File: config.mk
export PLATFORM = sky130hd
export DESIGN_NAME = tcs_sequencer
export DESIGN_NICKNAME = d
export VERILOG_FILES = /design/src/logic/tcs_pkg.sv /design/src/logic/tcs_sequencer.sv /design/src/logic/tcs_overflow_gate.sv
export SDC_FILE = /design/constraint.sdc
export NUM_CORES = 1
export LEC_CHECK = 0
export ABC_AREA = 1
export BUFFER_PORTS_ARGS = -buffer_cell sky130_fd_sc_hd__buf_4
export CORE_MARGIN = 2
export CORE_UTILIZATION = 50
export DETAILED_ROUTE_END_ITERATION = 6
export PLACE_DENSITY = 0.79
export SKIP_LAST_GASP = 1
export SYNTH_ARGS = -nofsm -noshare
export SYNTH_HDL_FRONTEND = slang
export SYNTH_SLANG_ARGS = --single-unit
export TNS_END_PERCENT = 30
File: constraint.sdc
create_clock -name core_clk -period 1.9 [get_ports core_clk]
set_input_delay 0.095 -clock core_clk [delete_from_list [all_inputs] [get_ports core_clk]]
set_output_delay 0.095 -clock core_clk [all_outputs]
set_load 0.01 [all_outputs]
File: src/logic/tcs_pkg.sv
// package for the trilinear sensor clock sequencer
package tcs_pkg;
   // pixels per channel
   localparam int unsigned PIXELS_FULL   = 2098;
   localparam int unsigned PIXELS_SUMMED = 1049;
   // core clock
   localparam int unsigned CLK_PERIOD_NS = 8;
   // half period of one register clock phase, in ns
   localparam int unsigned PHASE_HALF_NS = 64;
   localparam int unsigned PHASE_HALF_CYC =
      (PHASE_HALF_NS + CLK_PERIOD_NS - 1) / CLK_PERIOD_NS;
   // reset clock pulse width, in ns
   localparam int unsigned RST_PULSE_NS  = 16;
   localparam int unsigned RST_PULSE_CYC =
      (RST_PULSE_NS + CLK_PERIOD_NS - 1) / CLK_PERIOD_NS;
   // transfer gate step time, in ns
   localparam int unsigned TG_STEP_NS    = 1000;
   localparam int unsigned TG_STEP_CYC   =
      (TG_STEP_NS + CLK_PERIOD_NS - 1) / CLK_PERIOD_NS;
   // counter widths and channel count
   localparam int unsigned PIX_W  = 12;
   localparam int unsigned TIM_W  = 8;
   localparam int unsigned CH_NUM = 3;
   // channel indices
   localparam int unsigned CH_RED   = 0;
   localparam int unsigned CH_GREEN = 1;
   localparam int unsigned CH_BLUE  = 2;
   // exposure value that keeps a channel's overflow gate low for the line
   localparam logic [PIX_W-1:0] EXPO_RST = 12'h000;

   typedef enum logic {
      TCS_MODE_FULL,
      TCS_MODE_SUM2
   } tcs_mode_t;

   // sensor pins driven by the sequencer
   typedef struct packed {
      logic               phase1_clock;
      logic               phase2_clock;
      logic               summing_gate_clock;
      logic               reset_clock;
      logic               inner_transfer_gate;
      logic               outer_transfer_gate;
      logic [CH_NUM-1:0]  overflow_gate;
   } tcs_pins_t;

   // per line settings
   typedef struct packed {
      tcs_mode_t          mode;
      logic [PIX_W-1:0]   red_expo;
      logic [PIX_W-1:0]   green_expo;
      logic [PIX_W-1:0]   blue_expo;
   } tcs_cfg_t;
endpackage

File: src/logic/tcs_sequencer.sv
// timing generator for a three channel linear image sensor
// Overview of operation
// - raise overflow at transfer, drop later in line
// - independent overflow gate per colour channel
// - raise overflow gate during inner gate fall
// - overflow fall aligned with phase clock edges
// - slow overflow falls for high dynamic range are left to the analog driver
// - summing clock half rate, 75 percent duty
// - full resolution: summing clock follows phase two
// - transfer gates off throughout integration
// - halt phase one high, phase two low first
// - then both transfer gates on
// - inner gate off first, then outer gate
// - resume complementary clocking after outer off
// - reset clock pulse before every output pixel
// - keep phase clocks symmetric
`timescale 1ns/1ps
`default_nettype none
module tcs_sequencer (
   // clock and reset
   input  wire logic              core_clk,
   input  wire logic              rst,
   // control
   input  wire logic              run,
   input  wire tcs_pkg::tcs_cfg_t cfg,
   // sensor pins
   output tcs_pkg::tcs_pins_t     pins_q,
   // sampling strobe for the video converters
   output logic                   pixel_valid_q,
   output logic                   line_start_q
);
   import tcs_pkg::*;

   typedef enum logic [2:0] {
      ST_IDLE,
      ST_HALT,
      ST_TG_ON,
      ST_TG1_OFF,
      ST_TG2_OFF,
      ST_READ
   } tcs_state_t;

   tcs_state_t        state_q;
   tcs_cfg_t          cfg_q;
   logic [TIM_W-1:0]  tim_q;
   logic [PIX_W-1:0]  pix_q;
   logic              half_q;
   logic              per_q;
   logic              tim_done;
   logic              phase_edge;
   logic              line_go;
   logic [CH_NUM-1:0] gate_w;
   logic [PIX_W-1:0]  expo_w [CH_NUM];
   logic              og_edge;
   logic              ph1_q;
   logic              ph2_q;
   logic              sum_q;
   logic              rclk_q;
   logic              itg_q;
   logic              otg_q;

   function automatic logic [TIM_W-1:0] cyc(input int unsigned n);
      cyc = TIM_W'(n - 1);
   endfunction

   assign tim_done   = (tim_q == '0);
   assign phase_edge = (state_q == ST_READ) && tim_done;
   // first cycle of the inner gate fall, so overflow rises with it
   assign line_go    = (state_q == ST_TG1_OFF) && (tim_q == cyc(TG_STEP_CYC));
   // cycle in which phase one falls; overflow falls share its artifact
   assign og_edge    = (state_q == ST_READ) && !half_q && (tim_q == cyc(PHASE_HALF_CYC));
   assign expo_w[CH_RED]   = cfg_q.red_expo;
   assign expo_w[CH_GREEN] = cfg_q.green_expo;
   assign expo_w[CH_BLUE]  = cfg_q.blue_expo;

   // settings latched at each line so a line never mixes two settings
   always_ff @(posedge core_clk or posedge rst) begin
      if (rst) begin
         cfg_q <= '0;
      end else if (state_q == ST_IDLE || state_q == ST_HALT) begin
         cfg_q <= cfg;
      end
   end

   // line sequence
   always_ff @(posedge core_clk or posedge rst) begin
      if (rst) begin
         state_q <= ST_IDLE;
         tim_q   <= '0;
         pix_q   <= '0;
         half_q  <= 1'b0;
         per_q   <= 1'b0;
      end else begin
         tim_q <= tim_done ? '0 : tim_q - 1'b1;
         case (state_q)
            ST_IDLE: begin
               if (run) begin
                  state_q <= ST_HALT;
                  tim_q   <= cyc(TG_STEP_CYC);
               end
            end
            ST_HALT: begin
               if (tim_done) begin
                  state_q <= ST_TG_ON;
                  tim_q   <= cyc(TG_STEP_CYC);
               end
            end
            ST_TG_ON: begin
               if (tim_done) begin
                  state_q <= ST_TG1_OFF;
                  tim_q   <= cyc(TG_STEP_CYC);
               end
            end
            ST_TG1_OFF: begin
               if (tim_done) begin
                  state_q <= ST_TG2_OFF;
                  tim_q   <= cyc(TG_STEP_CYC);
               end
            end
            ST_TG2_OFF: begin
               if (tim_done) begin
                  state_q <= ST_READ;
                  tim_q   <= cyc(PHASE_HALF_CYC);
                  pix_q   <= PIX_W'(PIXELS_FULL);
                  half_q  <= 1'b0;
                  per_q   <= 1'b0;
               end
            end
            ST_READ: begin
               if (tim_done) begin
                  tim_q  <= cyc(PHASE_HALF_CYC);
                  half_q <= ~half_q;
                  if (half_q) begin
                     per_q <= ~per_q;
                     pix_q <= pix_q - 1'b1;
                     if (pix_q == PIX_W'(1)) begin
                        state_q <= run ? ST_HALT : ST_IDLE;
                        tim_q   <= cyc(TG_STEP_CYC);
                     end
                  end
               end
            end
            default: state_q <= ST_IDLE;
         endcase
      end
   end

   // register phases and summing gate
   always_ff @(posedge core_clk or posedge rst) begin
      if (rst) begin
         ph1_q <= 1'b1;
         ph2_q <= 1'b0;
         sum_q <= 1'b0;
      end else if (state_q == ST_READ) begin
         ph1_q <= half_q;
         ph2_q <= ~half_q;
         if (cfg_q.mode == TCS_MODE_SUM2) begin
            // low only in the last quarter of two phase two periods
            sum_q <= ~(per_q && half_q);
         end else begin
            sum_q <= ~half_q;
         end
      end else begin
         ph1_q <= 1'b1;
         ph2_q <= 1'b0;
         sum_q <= 1'b0;
      end
   end

   // transfer gates: off except the transfer window
   always_ff @(posedge core_clk or posedge rst) begin
      if (rst) begin
         itg_q <= 1'b0;
         otg_q <= 1'b0;
      end else begin
         itg_q <= (state_q == ST_TG_ON);
         otg_q <= (state_q == ST_TG_ON) ||
                  (state_q == ST_TG1_OFF);
      end
   end

   // reset clock: pulse at the start of each output pixel period
   always_ff @(posedge core_clk or posedge rst) begin
      if (rst) begin
         rclk_q        <= 1'b0;
         pixel_valid_q <= 1'b0;
      end else begin
         rclk_q        <= (state_q == ST_READ) && !half_q &&
                          (tim_q >= TIM_W'(PHASE_HALF_CYC - RST_PULSE_CYC)) &&
                          (cfg_q.mode == TCS_MODE_FULL || !per_q);
         pixel_valid_q <= phase_edge && half_q &&
                          (cfg_q.mode == TCS_MODE_FULL || per_q);
      end
   end

   always_ff @(posedge core_clk or posedge rst) begin
      if (rst) begin
         line_start_q <= 1'b0;
      end else begin
         line_start_q <= line_go;
      end
   end

   // one independent gate per channel; slow falls are analog driver work
   for (genvar c = 0; c < CH_NUM; c++) begin : g_ch
      tcs_overflow_gate u_og (
         .core_clk   (core_clk),
         .rst        (rst),
         .line_start (line_go),
         .phase_edge (og_edge),
         .pix_left   (pix_q),
         .expo_len   (expo_w[c]),
         .gate_q     (gate_w[c])
      );
   end
   // one flop per pin; the struct only bundles them at the port
   assign pins_q = '{
      phase1_clock:        ph1_q,
      phase2_clock:        ph2_q,
      summing_gate_clock:  sum_q,
      reset_clock:         rclk_q,
      inner_transfer_gate: itg_q,
      outer_transfer_gate: otg_q,
      overflow_gate:       gate_w
   };
endmodule
`default_nettype wire

File: src/logic/tcs_overflow_gate.sv
// one channel's overflow gate exposure control
`timescale 1ns/1ps
`default_nettype none
module tcs_overflow_gate (
   // clock and reset
   input  wire logic                      core_clk,
   input  wire logic                      rst,
   // line timing
   input  wire logic                      line_start,
   input  wire logic                      phase_edge,
   input  wire logic [tcs_pkg::PIX_W-1:0] pix_left,
   input  wire logic [tcs_pkg::PIX_W-1:0] expo_len,
   // gate out
   output logic                           gate_q
);
   import tcs_pkg::*;
   // raised at transfer so rising artifacts fall in the transfer gap
   // fall only on a phase edge; pixel count to line end equals exposure
   always_ff @(posedge core_clk or posedge rst) begin
      if (rst) begin
         gate_q <= 1'b0;
      end else if (line_start) begin
         gate_q <= (expo_len != EXPO_RST);
      end else if (gate_q && phase_edge && pix_left <= expo_len) begin
         gate_q <= 1'b0;
      end
   end
endmodule
`default_nettype wire

==> results of run 1 <==
synth_stat cells (4+ instances only):
cell type,count,share of area (%)
a21o_1,4,0.66
a21oi_1,12,1.3
buf_2,7,0.77
buf_4,9,1.5
clkbuf_1,4,0.33
dfrtp_1,72,40
ha_1,41,11
inv_1,92,7.6
inv_2,4,0.33
nand2_1,145,12
nand2_2,4,0.55
nand3_1,19,2.1
nand4_1,15,2.1
nor2_1,39,3.2
nor2_2,4,0.55
nor3_1,6,0.66
nor4_1,5,0.69
o21ai_0,49,5.4
o21ai_1,10,1.1
xor2_1,5,0.96
metrics by stage:
step | setup slack (ns) | std cells
floorplan | 0.452 | 578
global placement | 0.310 | 718
detailed placement | 0.189 | 718
CTS | 0.163 | 772
global route | 0.0159 | 772
finish | 0.188 | 772
per-layer routing:
layer	track usage, %	share of wire [%]	vias up	routed length (um)
li1	-	-	1998	-
met1	31.8	44	1974	4850
met2	39.7	47	153	5230
met3	4.08	6.1	31	680
met4	11.2	2.8	0	308
met5	0	0	-	0
timing repair:
item / 4_1_cts / 5_1_grt
hold buffers: 38 / 0
resized for setup: 0 / 1
setup endpoints to repair: 0 / 1
endpoints found under the hold margin: 109 / 0
buffers inserted: 0 / 0
worst register-to-register path, cell delays in order, from the launching register on:
cell and delay [ns]:
dfrtp_1 0.47, ha_1 0.35, nand2_1 0.08, inv_1 0.06
nand2_1 0.06, nor2_1 0.16, nand4_1 0.13, nand2_1 0.12
nand2_1 0.05, nand2_1 0.07, nand2_1 0.05
power by group through the flow:
stage / logic (mW) / registers [mW] / clock network, mW
final: 2.99 / 2.59 / 1.14
after global routing: 3.47 / 2.66 / 1.23
after CTS: 2.98 / 2.58 / 1.15
after detailed placement: 2.89 / 2.60 / 0
after global placement: 2.75 / 2.58 / 0
after floorplan: 2.34 / 2.40 / 0
how the worst min path moves through the flow:
stage                       from    endpoint  cells past startpoint
after floorplan           cfg[0]    cfg_q[0]                      2
after global routing         run    tim_q[2]                      5
after CTS                    run    tim_q[4]                      5
final                        run  state_q[0]                      5
after global placement       rst    tim_q[7]                      3
after detailed placement     rst       ph2_q                      3
kinds of logic (layout without fill, tap and decap cells):
| family | after synthesis | in the layout |
|---|---|---|
| AOI/OAI and AO/OA | 87 | 87 |
| DFF | 73 | 73 |
| muxes | 2 | 2 |
| buffers and inverters | 121 | 207 |
| and+or+nand+nor | 246 | 246 |
| adders and majority gates | 41 | 41 |
| xor gates and xnor gates | 8 | 8 |
sequential cells by signal, summed over array words and instances, names as in the netlist, 3 cells and up:
name and cells:
state_q 3, pix_q 12, g_ch.u_og.gate_q 3, cfg_q 37
tim_q 8
area by class of cell:
class	count	area [um2]
Clock buffer	14	163
Clock inverter	2	12.5
Fill cell	724	3240
Inverter	98	377
Multi-Input combinational cell	384	2200
Sequential cell	73	1830
Tap cell	108	135
Timing Repair Buffer	93	806
==> summary.md, run 1 <==
| Metric | Value |
|---|---|
| Via density | `~5.4` |
| Adder-cell share of the synthesized area | `11.3%` |
| WL final | `between 10000 and 15000 um` |
| Normalized max-slew margin | `72.4%` |
| Antenna-violating nets left | `0` |
| Drt drc | `0` |
| Hold crit path type | `in -> reg` |
| Worst path cell trace | `ha_1 > nand2_1 > inv_1 > nand2_1 > nor2_1 > nand4_1 > nand2_1 > nand2_1 > nand2_1 > nand2_1` |
| Share of cells above drive strength 1 | `around 15%` |
| Setup Skew | `around 0.013 ns` |
| Crit path from | `pix_q[11]` |
| Mux contribution to synthesized area | `less than 1%` |
| Synthesized area per cell | `around 8 um2` |
| Final Wtd Congestion | `a little over 0.9` |
| Outcome | `completed` |
| Clk Tree Root Cell | `clkbuf_8` |
| Cells on worst reg2reg path | `10` |
| Starting Density | `51.9%` |
| Flop2flop setup slack | `about 0.19 ns` |
| Comb pwr share | `44.5%` |
| Leakage power | `between 3 and 4 nW` |
| Sw Ratio | `43.5%` |
| Area growth syn-to-layout | `21.4%` |
| Pwr Total | `between 6 and 7 mW` |
| Tmin final | `1.71 ns` |
| Die ar. | `around 9900 um2` |
| Largest net degree at the start of global routing | `74` |
| Startpoint Class | `register` |
| Via count | `between 4000 and 5000` |
| RR Endpoint | `g_ch[0].u_og.gate_q` |
| CTS tree | `built` |
| CP Capture Type | `register` |
| Ys flop type | `dfrtp_1` |
| Crit path max fanout | `5` |
| RR Startpoint | `pix_q[11]` |
| Ant diodes | `0` |
| Setup_tns | `0 ns` |
| Initial DRC count | `287` |
| Slowest cell delay on critical path | `around 0.47 ns` |
| Max cap viols | `0` |
| Final Hold Viols | `0` |
| Worst-Margin Slew | `about 0.41 ns` |
| Critical path's slowest cell | `dfrtp_1` |
| Total global-route track usage | `between 20% and 30%` |
| Die width | `between 90 and 100 um` |
| I/O Buffers | `50` |
| Worst endpoint required time | `around 2.2 ns` |
| Post-Syn Instances | `approximately 580` |
| Antenna violations before repair | `0` |
| Most common cell after layout, fill and taps aside | `nand2_1` |
| CP top delay family | `simple AND/OR/NAND/NOR gates` |
| Routed WL per cell | `about 14 um` |
| Synth Register Bits | `between 70 and 80` |
| Std cell rows | `34` |
| Setup-failing EPs final | `0` |
| Cell Int Power | `roughly 3.8 mW` |
| Core Footprint | `approximately 8800 um2` |
| # H-tree levels | `3` |
| Sequential Power Share | `38.5%` |
| Pwr/cell area | `about 1200 nW/um2` |
| # nets final | `740` |
| Clk_lat worst skew | `between 0.3 and 0.4 ns` |
| CP Class | `reg -> reg` |
| Asr flop ratio synth | `100%` |
| CTS max path bufs | `2` |
| CP arrival | `roughly 2.0 ns` |
| # IOs | `51` |
| Clock sink count | `73` |
| Clk slew on worst S/H paths | `around 0.08 ns` |
| Inserted Clock Buffers | `9` |
| GRT overflow | `0` |
| CP Depth | `10` |
| Crit path to | `g_ch[0].u_og.gate_q` |
| First-pass GRT wire length | `19100 um` |
| Unrepaired setup endpoints after global routing | `false` |
| Max-slew violations | `0` |
| Synth Area in Compound Gates | `10.7%` |
| Main combinational cell family by area after synthesis | `simple AND/OR/NAND/NOR gates` |
| NetSw | `roughly 2.9 mW` |
| Synth Area in XOR/XNOR | `approximately 1.5%` |
| Final hold slack | `approximately 0.15 ns` |
| Vias in the first global route | `4167` |
| Post-synth cell types | `39` |
| Die height | `a little under 100 um` |
| Placed Area | `4970 um2` |
| Post-route cell area | `between 5000 and 6000 um2` |
| Syn Nets | `approximately 660` |
| Crit-path most repeated cell | `nand2_1` |
| Cell area after synthesis | `about 4500 um2` |
| Simple-Gate Fraction of Synth Area | `24.3%` |
| Final core utilization | `a little over three fifths` |
| Hpwl dp | `7740 um` |
| Buffers plus inverters on the worst setup path | `1` |
| First-pass iteration count of the detailed router | `5` |
| Synth warn | `0` |
| F_max | `roughly 580 MHz` |
| Seq/Total Area, Yosys | `between 40% and 50%` |
| Final period utilization | `90.1%` |
| Most frequent cells in the layout | `nand2_1 (145), inv_1 (90), dfrtp_1 (72), buf_4 (54), o21ai_0 (49)` |
| Clock Power Share | `between 15 and 20%` |
| Worst vdd ir | `between 0.0003 and 0.0004 V` |
| Post-synth EDFFs | `0` |
(Power assumes the default switching activity.)
==> inputs of run 2 (changes only) <==
--- a/config.mk
+++ b/config.mk
@@ -10,7 +10,9 @@
 export CORE_MARGIN = 2
 export CORE_UTILIZATION = 50
 export DETAILED_ROUTE_END_ITERATION = 6
+export MAX_ROUTING_LAYER = met4
 export PLACE_DENSITY = 0.79
+export SETUP_SLACK_MARGIN = 0.02
 export SKIP_LAST_GASP = 1
 export SYNTH_ARGS = -nofsm -noshare
 export SYNTH_HDL_FRONTEND = slang
==> run 2 against run 1 <==
  * Setup slack lost 0.027 ns
  * Wire length grew 0.69%
  * Fmax shrank 1.6%
  * Register-to-register slack lost 0.03 ns
  * First-iteration DRC count shrank 2.1%
  * Clock skew shrank 0.0088 ns
  * Highest routed layer unchanged
  * Largest power group unchanged
  * Power grew 6.2%
  * Cell area grew 1.4%
  * Die area is the same
  * Critical path depth shrank 1
  * Critical path type unchanged
==> summary.md, run 2 (synthesized netlist as in run 1, its figures left out) <==
| Metric | Value |
|---|---|
| Setup_tns | `0 ns` |
| Crit path max fanout | `5` |
| Worst path cell trace | `inv_1 > ha_1 > nand2_1 > nor3_1 > nand4_1 > inv_2 > nor2_1 > nand2_1 > nand2_1` |
| Largest registers | `cfg_q x37, pix_q x12, tim_q x8` |
| Largest reg by FF count | `cfg_q` |
| Post-CTS Setup Bufs | `0` |
| Crit-path most repeated cell | `nand2_1` |
| Clk slew on worst S/H paths | `about 0.080 ns` |
| CP top delay family | `simple AND/OR/NAND/NOR gates` |
| Die ar. | `roughly 10000 um2` |
| Worst-Margin Slew | `0.414 ns` |
| Share of cells above drive strength 1 | `~16%` |
| Tmin final | `approximately 1.7 ns` |
| Final core utilization | `between 60% and 70%` |
| Largest register FFs | `37` |
| Antenna-violating nets left | `0` |
| Setup Skew | `between 0.004 and 0.005 ns` |
| Finished Layout Cells | `between 700 and 800` |
| CP arrival | `just under 2 ns` |
| Filler Cell Count | `approximately 700` |
| CTS tree | `built` |
| Drt drc | `0` |
| Clock sink count | `73` |
| WL final | `between 10000 and 15000 um` |
| Unrepaired setup endpoints after global routing | `true` |
| Worst vdd ir | `slightly above 0.0005 V` |
| Critical path's slowest cell | `dfrtp_1` |
| I/O Buffers | `50` |
| Core Footprint | `between 8000 and 9000 um2` |
| Setup-failing EPs final | `0` |
| Most common cell after layout, fill and taps aside | `nand2_1` |
| Pwr/cell area | `about 1300 nW/um2` |
| Clk Tree Root Cell | `clkbuf_8` |
| Starting Density | `51.9%` |
| Max-slew violations | `0` |
| NetSw | `2.96 mW` |
| Placed Area | `between 4000 and 5000 um2` |
| Sequential Power Share | `36.2%` |
| Worst endpoint required time | `2.15 ns` |
| Hold crit path type | `in -> reg` |
| Final Wtd Congestion | `about 0.92` |
| Routed met2 length | `about 5300 um` |
| # IOs | `just over 50` |
| Via count | `between 4000 and 5000` |
| Leakage power | `around 3 nW` |
| Clock Power Share | `about a fifth` |
| First-pass iteration count of the detailed router | `7` |
| Slowest cell delay on critical path | `0.40 ns` |
| Via density | `around 5.3` |
| Outcome | `completed` |
| Most frequent cells in the layout | `nand2_1 (145), inv_1 (90), dfrtp_1 (72), buf_4 (55), o21ai_0 (48)` |
| Normalized max-slew margin | `between 70% and 80%` |
| Vias in the first global route | `4100` |
| Die width | `99.4 um` |
| Startpoint Class | `register` |
| Cell Int Power | `roughly 4.2 mW` |
| DR top layer | `met4` |
| GRT overflow | `0` |
| Routed WL per cell | `14.4 um` |
| Antenna violations before repair | `0` |
| F_max | `approximately 580 MHz` |
| Placed Cells | `719` |
| Inserted Clock Buffers | `9` |
| Hpwl dp | `around 7600 um` |
| Buffers plus inverters on the worst setup path | `2` |
| Sw Ratio | `around 42%` |
| Largest net degree at the start of global routing | `74` |
| First-pass GRT wire length | `around 19000 um` |
| Area growth syn-to-layout | `23.1%` |
| M1 WL | `4820 um` |
| Max cap viols | `0` |
| CTS max path bufs | `2` |
| Comb pwr share | `between 40% and 50%` |
| # H-tree levels | `3` |
| Clk_lat worst skew | `around 0.36 ns` |
| Post-route cell area | `5600 um2` |
| # nets final | `approximately 740` |
| Met3 WL post-DR | `a little under 700 um` |
| Initial DRC count | `approximately 280` |
| Die height | `99.4 um` |
| Ant diodes | `0` |
| CP Class | `reg -> reg` |
| CP Capture Type | `register` |
| Std cell rows | `34` |
| Total global-route track usage | `approximately a quarter` |
| Final period utilization | `between 90% and 100%` |
| Final Hold Viols | `0` |
==> run 2: changes by cell type in the layout (fill, tap and decap cells not counted) <==
cell,change
buf_4,+1
bufinv_16,+3
inv_4,-1
inv_6,+1
clkbuf_8,-1
o21ai_0,-1
clkbuf_1,-2
o21ai_1,+1
==> run 2: what timing repair did <==
action / 4_1_cts / 5_1_grt
hold buffers: 38 / 0
gates resized for setup: 0 / 3
endpoints found under the setup margin: 0 / 4
endpoints found under the hold margin: 109 / 0
==> run 2: power by group through the flow <==
stage	clock network, mW	logic (mW)	registers, mW
after global routing	1.62	3.50	2.65
after detailed placement	0	2.90	2.60
final	1.52	3.03	2.58
after CTS	1.53	2.99	2.57
after global placement	0	2.78	2.58
after floorplan	0	2.34	2.40
==> run 2: layout make-up <==
| class | count | area, um2 | area share (%) |
|---|---|---|---|
| multi-input cells | 384 | 2200 | 39.3 |
| clock inverters | 5 | 103 | 1.83 |
| inverters | 98 | 379 | 6.77 |
| flip-flops and latches | 73 | 1830 | 32.6 |
| well taps | 108 | 135 | 2.41 |
| clock buffers | 11 | 141 | 2.52 |
| repair buffers | 94 | 813 | 14.5 |
==> run 2: path summary, 6_finish.rpt <==
check	slack, ns	start	end	cells past startpoint
min in group asynchronous	0.38	rst	cfg_q[16]	4
max in group asynchronous	1.19	rst	pix_q[7]	4
setup / recovery	0.16	tim_q[0]	g_ch[2].u_og.gate_q	9
setup reg to reg	0.16	tim_q[0]	g_ch[2].u_og.gate_q	9
hold reg to reg	0.48	cfg_q[36]	rclk_q	1
hold / removal	0.14	run	tim_q[2]	5
==> run 2: tightest hold or removal path, cell delays in order <==
cell and delay (ns):
buf_4 0.12, inv_1 0.07, nor2_2 0.06, inv_1 0.07, nand2_1 0.05
==> run 2: per-stage QoR <==
| step | hold slack, ns | setup WS, ns | power [mW] |
|---|---|---|---|
| finish | 0.136 | 0.161 | 7.13 |
| global route | 0.162 | 0.0166 | 7.76 |
| CTS | 0.130 | 0.136 | 7.10 |
| detailed placement | 0.242 | 0.160 | 5.49 |
| global placement | 0.234 | 0.310 | 5.36 |
| floorplan | 0.216 | 0.452 | 4.75 |
==> run 2: layer usage <==
metal | track usage, % | up-vias
met2 | 38.9 | 148
met4 | 11.3 | 0
met5 | - | -
met1 | 31.6 | 1917
met3 | 5.20 | 33
li1 | - | 2002
==> inputs of run 3 (changes only) <==
--- a/config.mk
+++ b/config.mk
@@ -7,12 +7,13 @@
 export LEC_CHECK = 0
 export ABC_AREA = 1
 export BUFFER_PORTS_ARGS = -buffer_cell sky130_fd_sc_hd__buf_4
+export CORE_ASPECT_RATIO = 2
 export CORE_MARGIN = 2
 export CORE_UTILIZATION = 50
 export DETAILED_ROUTE_END_ITERATION = 6
 export MAX_ROUTING_LAYER = met4
 export PLACE_DENSITY = 0.79
-export SETUP_SLACK_MARGIN = 0.02
+export SETUP_SLACK_MARGIN = 0.5
 export SKIP_LAST_GASP = 1
 export SYNTH_ARGS = -nofsm -noshare
 export SYNTH_HDL_FRONTEND = slang
==> run 3 against run 2 <==
  * The flow now finishes with violations (hold timing)
  * Register-to-register slack improved by 0.11 ns
  * Hold slack got worse by 0.14 ns
  * Clock skew about the same
  * Highest routed layer unchanged
==> summary.md, run 3 (synthesized netlist as in run 1, its figures left out) <==
| Metric | Value |
|---|---|
| # H-tree levels | `3` |
| Most common cell after layout, fill and taps aside | `nand2_1` |
| Ant diodes | `0` |
| CP Class | `reg -> reg` |
| Clk_lat worst skew | `around 0.34 ns` |
| Startpoint Class | `register` |
| Largest net degree at the start of global routing | `36` |
| CTS tree | `built` |
| Hold crit path type | `in -> reg` |
| # IOs | `51` |
| Die width | `between 70 and 80 um` |
| Clk Tree Root Cell | `clkbuf_16` |
| Crit path max fanout | `7` |
| Worst vdd ir | `0.000697 V` |
| Leakage power | `roughly 3.2 nW` |
| Storage cell area | `1850 um2` |
| Unrepaired setup endpoints after global routing | `true` |
| CTS max path bufs | `2` |
| NetSw | `3.45 mW` |
| Total global-route track usage | `27.8%` |
| Largest registers | `cfg_q x37, pix_q x12, tim_q x8` |
| Cell Int Power | `4.66 mW` |
| Routed WL per cell | `16.9 um` |
| Hpwl dp | `about 8500 um` |
| Sequential Power Share | `a little under a third` |
| Max cap viols | `0` |
| Starting Density | `51.2%` |
| Area growth syn-to-layout | `36.6%` |
| Setup Skew | `between 0.003 and 0.004 ns` |
| Max-slew violations | `0` |
| Placed Area | `between 4000 and 5000 um2` |
| Pwr Total | `between 8 and 9 mW` |
| Setup_tns | `0 ns` |
| Final core utilization | `between 60% and 70%` |
| GR peak layer | `met2` |
| Die height | `139 um` |
| CP arrival | `~1.9 ns` |
| Slowest cell delay on critical path | `between 0.5 and 0.6 ns` |
| Comb pwr share | `47.9%` |
| Largest reg by FF count | `cfg_q` |
| Antenna-violating nets left | `0` |
| Most frequent cells in the layout | `nand2_1 (137), inv_1 (83), buf_4 (82), dfrtp_1 (57), o21ai_0 (43)` |
| Failing checks | `hold timing` |
| Share of cells above drive strength 1 | `between 20 and 30%` |
| Via density | `approximately 5.6` |
| Vias in the first global route | `approximately 4500` |
| Core Footprint | `roughly 9000 um2` |
| Tmin final | `~1.6 ns` |
| Crit-path most repeated cell | `nand2_1` |
| Filler Cell Count | `between 600 and 700` |
| Final Hold Viols | `2` |
| Sw Ratio | `between 40% and 50%` |
| Critical path's slowest cell | `dfrtp_2` |
| Normalized max-slew margin | `about 57%` |
| F_max | `a little over 600 MHz` |
| Worst path cell trace | `ha_1 > a21oi_1 > nand2_1 > nand2_1 > nand3_1 > nand2_1 > nand2_1 > nand2_1 > nand2_1` |
| First-pass iteration count of the detailed router | `7` |
| Area of the multi-input gates | `2490 um2` |
| I/O Buffers | `50` |
| Inserted Clock Buffers | `9` |
| Clock sink count | `73` |
| Post-route cell area | `approximately 6200 um2` |
| Antenna violations before repair | `0` |
| CP Capture Type | `register` |
| Initial DRC count | `approximately 270` |
| Met2 usage | `about 48%` |
| Clock Power Share | `roughly 20%` |
| Die ar. | `between 9000 and 10000 um2` |
| Setup-failing EPs final | `0` |
| Largest register FFs | `37` |
| Std cell rows | `49` |
| Pwr/cell area | `1310 nW/um2` |
| Crit path from | `pix_q[7]` |
| Outcome | `finished with violations` |
| WL final | `about 13000 um` |
| RR Startpoint | `pix_q[7]` |
| # nets final | `770` |
| Clk slew on worst S/H paths | `0.06 ns` |
| GRT overflow | `0` |
| Final worst setup slack | `between 0.2 and 0.3 ns` |
| Hold Crit Start | `cfg[22]` |
| Worst endpoint required time | `about 2.1 ns` |
| Met1 Use GR | `between 20 and 30%` |
| Met3 usage in global routing | `4.80%` |
| First-pass GRT wire length | `roughly 21000 um` |
| Final hold slack | `-0.00569 ns` |
| Worst-Margin Slew | `0.649 ns` |
| Pre-CTS WS | `between 0.15 and 0.2 ns` |
| Via count | `4452` |
| Final Wtd Congestion | `just over 0.9` |
| Drt drc | `0` |
| Final period utilization | `between 80% and 90%` |
## run 3: cell types whose count changed in the layout (fill, tap and decap cells not counted), sizes merged
cell	delta
inv	+1
clkinv	+1
dlygate4sd3	-3
clkbuf	+3
clkinvlp	-1
bufinv	-3
buf	+31
## run 3: critical path: cells and delay by family, from the launching register on
family                     cells  cell delay (ns)
adders and majority gates      1             0.35
AOI/OAI and AO/OA              1             0.17
DFF                            1             0.51
and+or+nand+nor                7             0.50
## run 3: what timing repair did
action | CTS | global route
setup buffers | 23 | 5
gates resized for setup | 57 | 38
pin swaps | 11 | 11
gates cloned | 1 | 0
hold buffers | 34 | 1
endpoints found under the setup margin | 47 | 55
hold endpoints to repair | 59 | 1
## run 3: final cells by class
type / instances / share of cell area, %
sequential: 73 / 29.7
tap: 102 / 2.05
clock buffer: 14 / 4.57
multi-input combinational: 384 / 40.1
inverter: 98 / 6.38
clock inverter: 2 / 0.161
timing repair inverter: 1 / 0.141
timing repair buffer: 122 / 16.9
## run 3: stage by stage
stage / hold WS (ns) / instances
2_1_floorplan: 0.216 / 578
5_1_grt: 0.0180 / 796
3_5_place_dp: 0.217 / 716
6_report: -0.00569 / 796
4_1_cts: 0.000641 / 790
3_3_place_gp: 0.202 / 716
## run 3: path summary, 6_finish.rpt
check	to	slack, ns	cells after the start
max in group asynchronous	tim_q[3]	0.82	4
hold / removal	cfg_q[22]	-0.006	3
hold reg to reg	g_ch[1].u_og.gate_q	0.50	2
setup reg to reg	g_ch[0].u_og.gate_q	0.27	9
setup / recovery	g_ch[0].u_og.gate_q	0.27	9
min in group asynchronous	cfg_q[24]	0.41	3
## run 3: metal layers
metal | vias to the layer above | part of all wire, %
li1 | 2065 | -
met1 | 2071 | 34
met2 | 230 | 55
met3 | 86 | 5.3
met4 | 0 | 6.4
met5 | - | 0
## run 3: power groups by stage
stage,combinational (mW),sequential [mW],clock (mW)
final,3.89,2.56,1.67
after global routing,4.30,2.61,1.76
after CTS,3.57,2.52,1.67
after detailed placement,3.04,2.56,0
after global placement,2.91,2.54,0
after floorplan,2.34,2.40,0
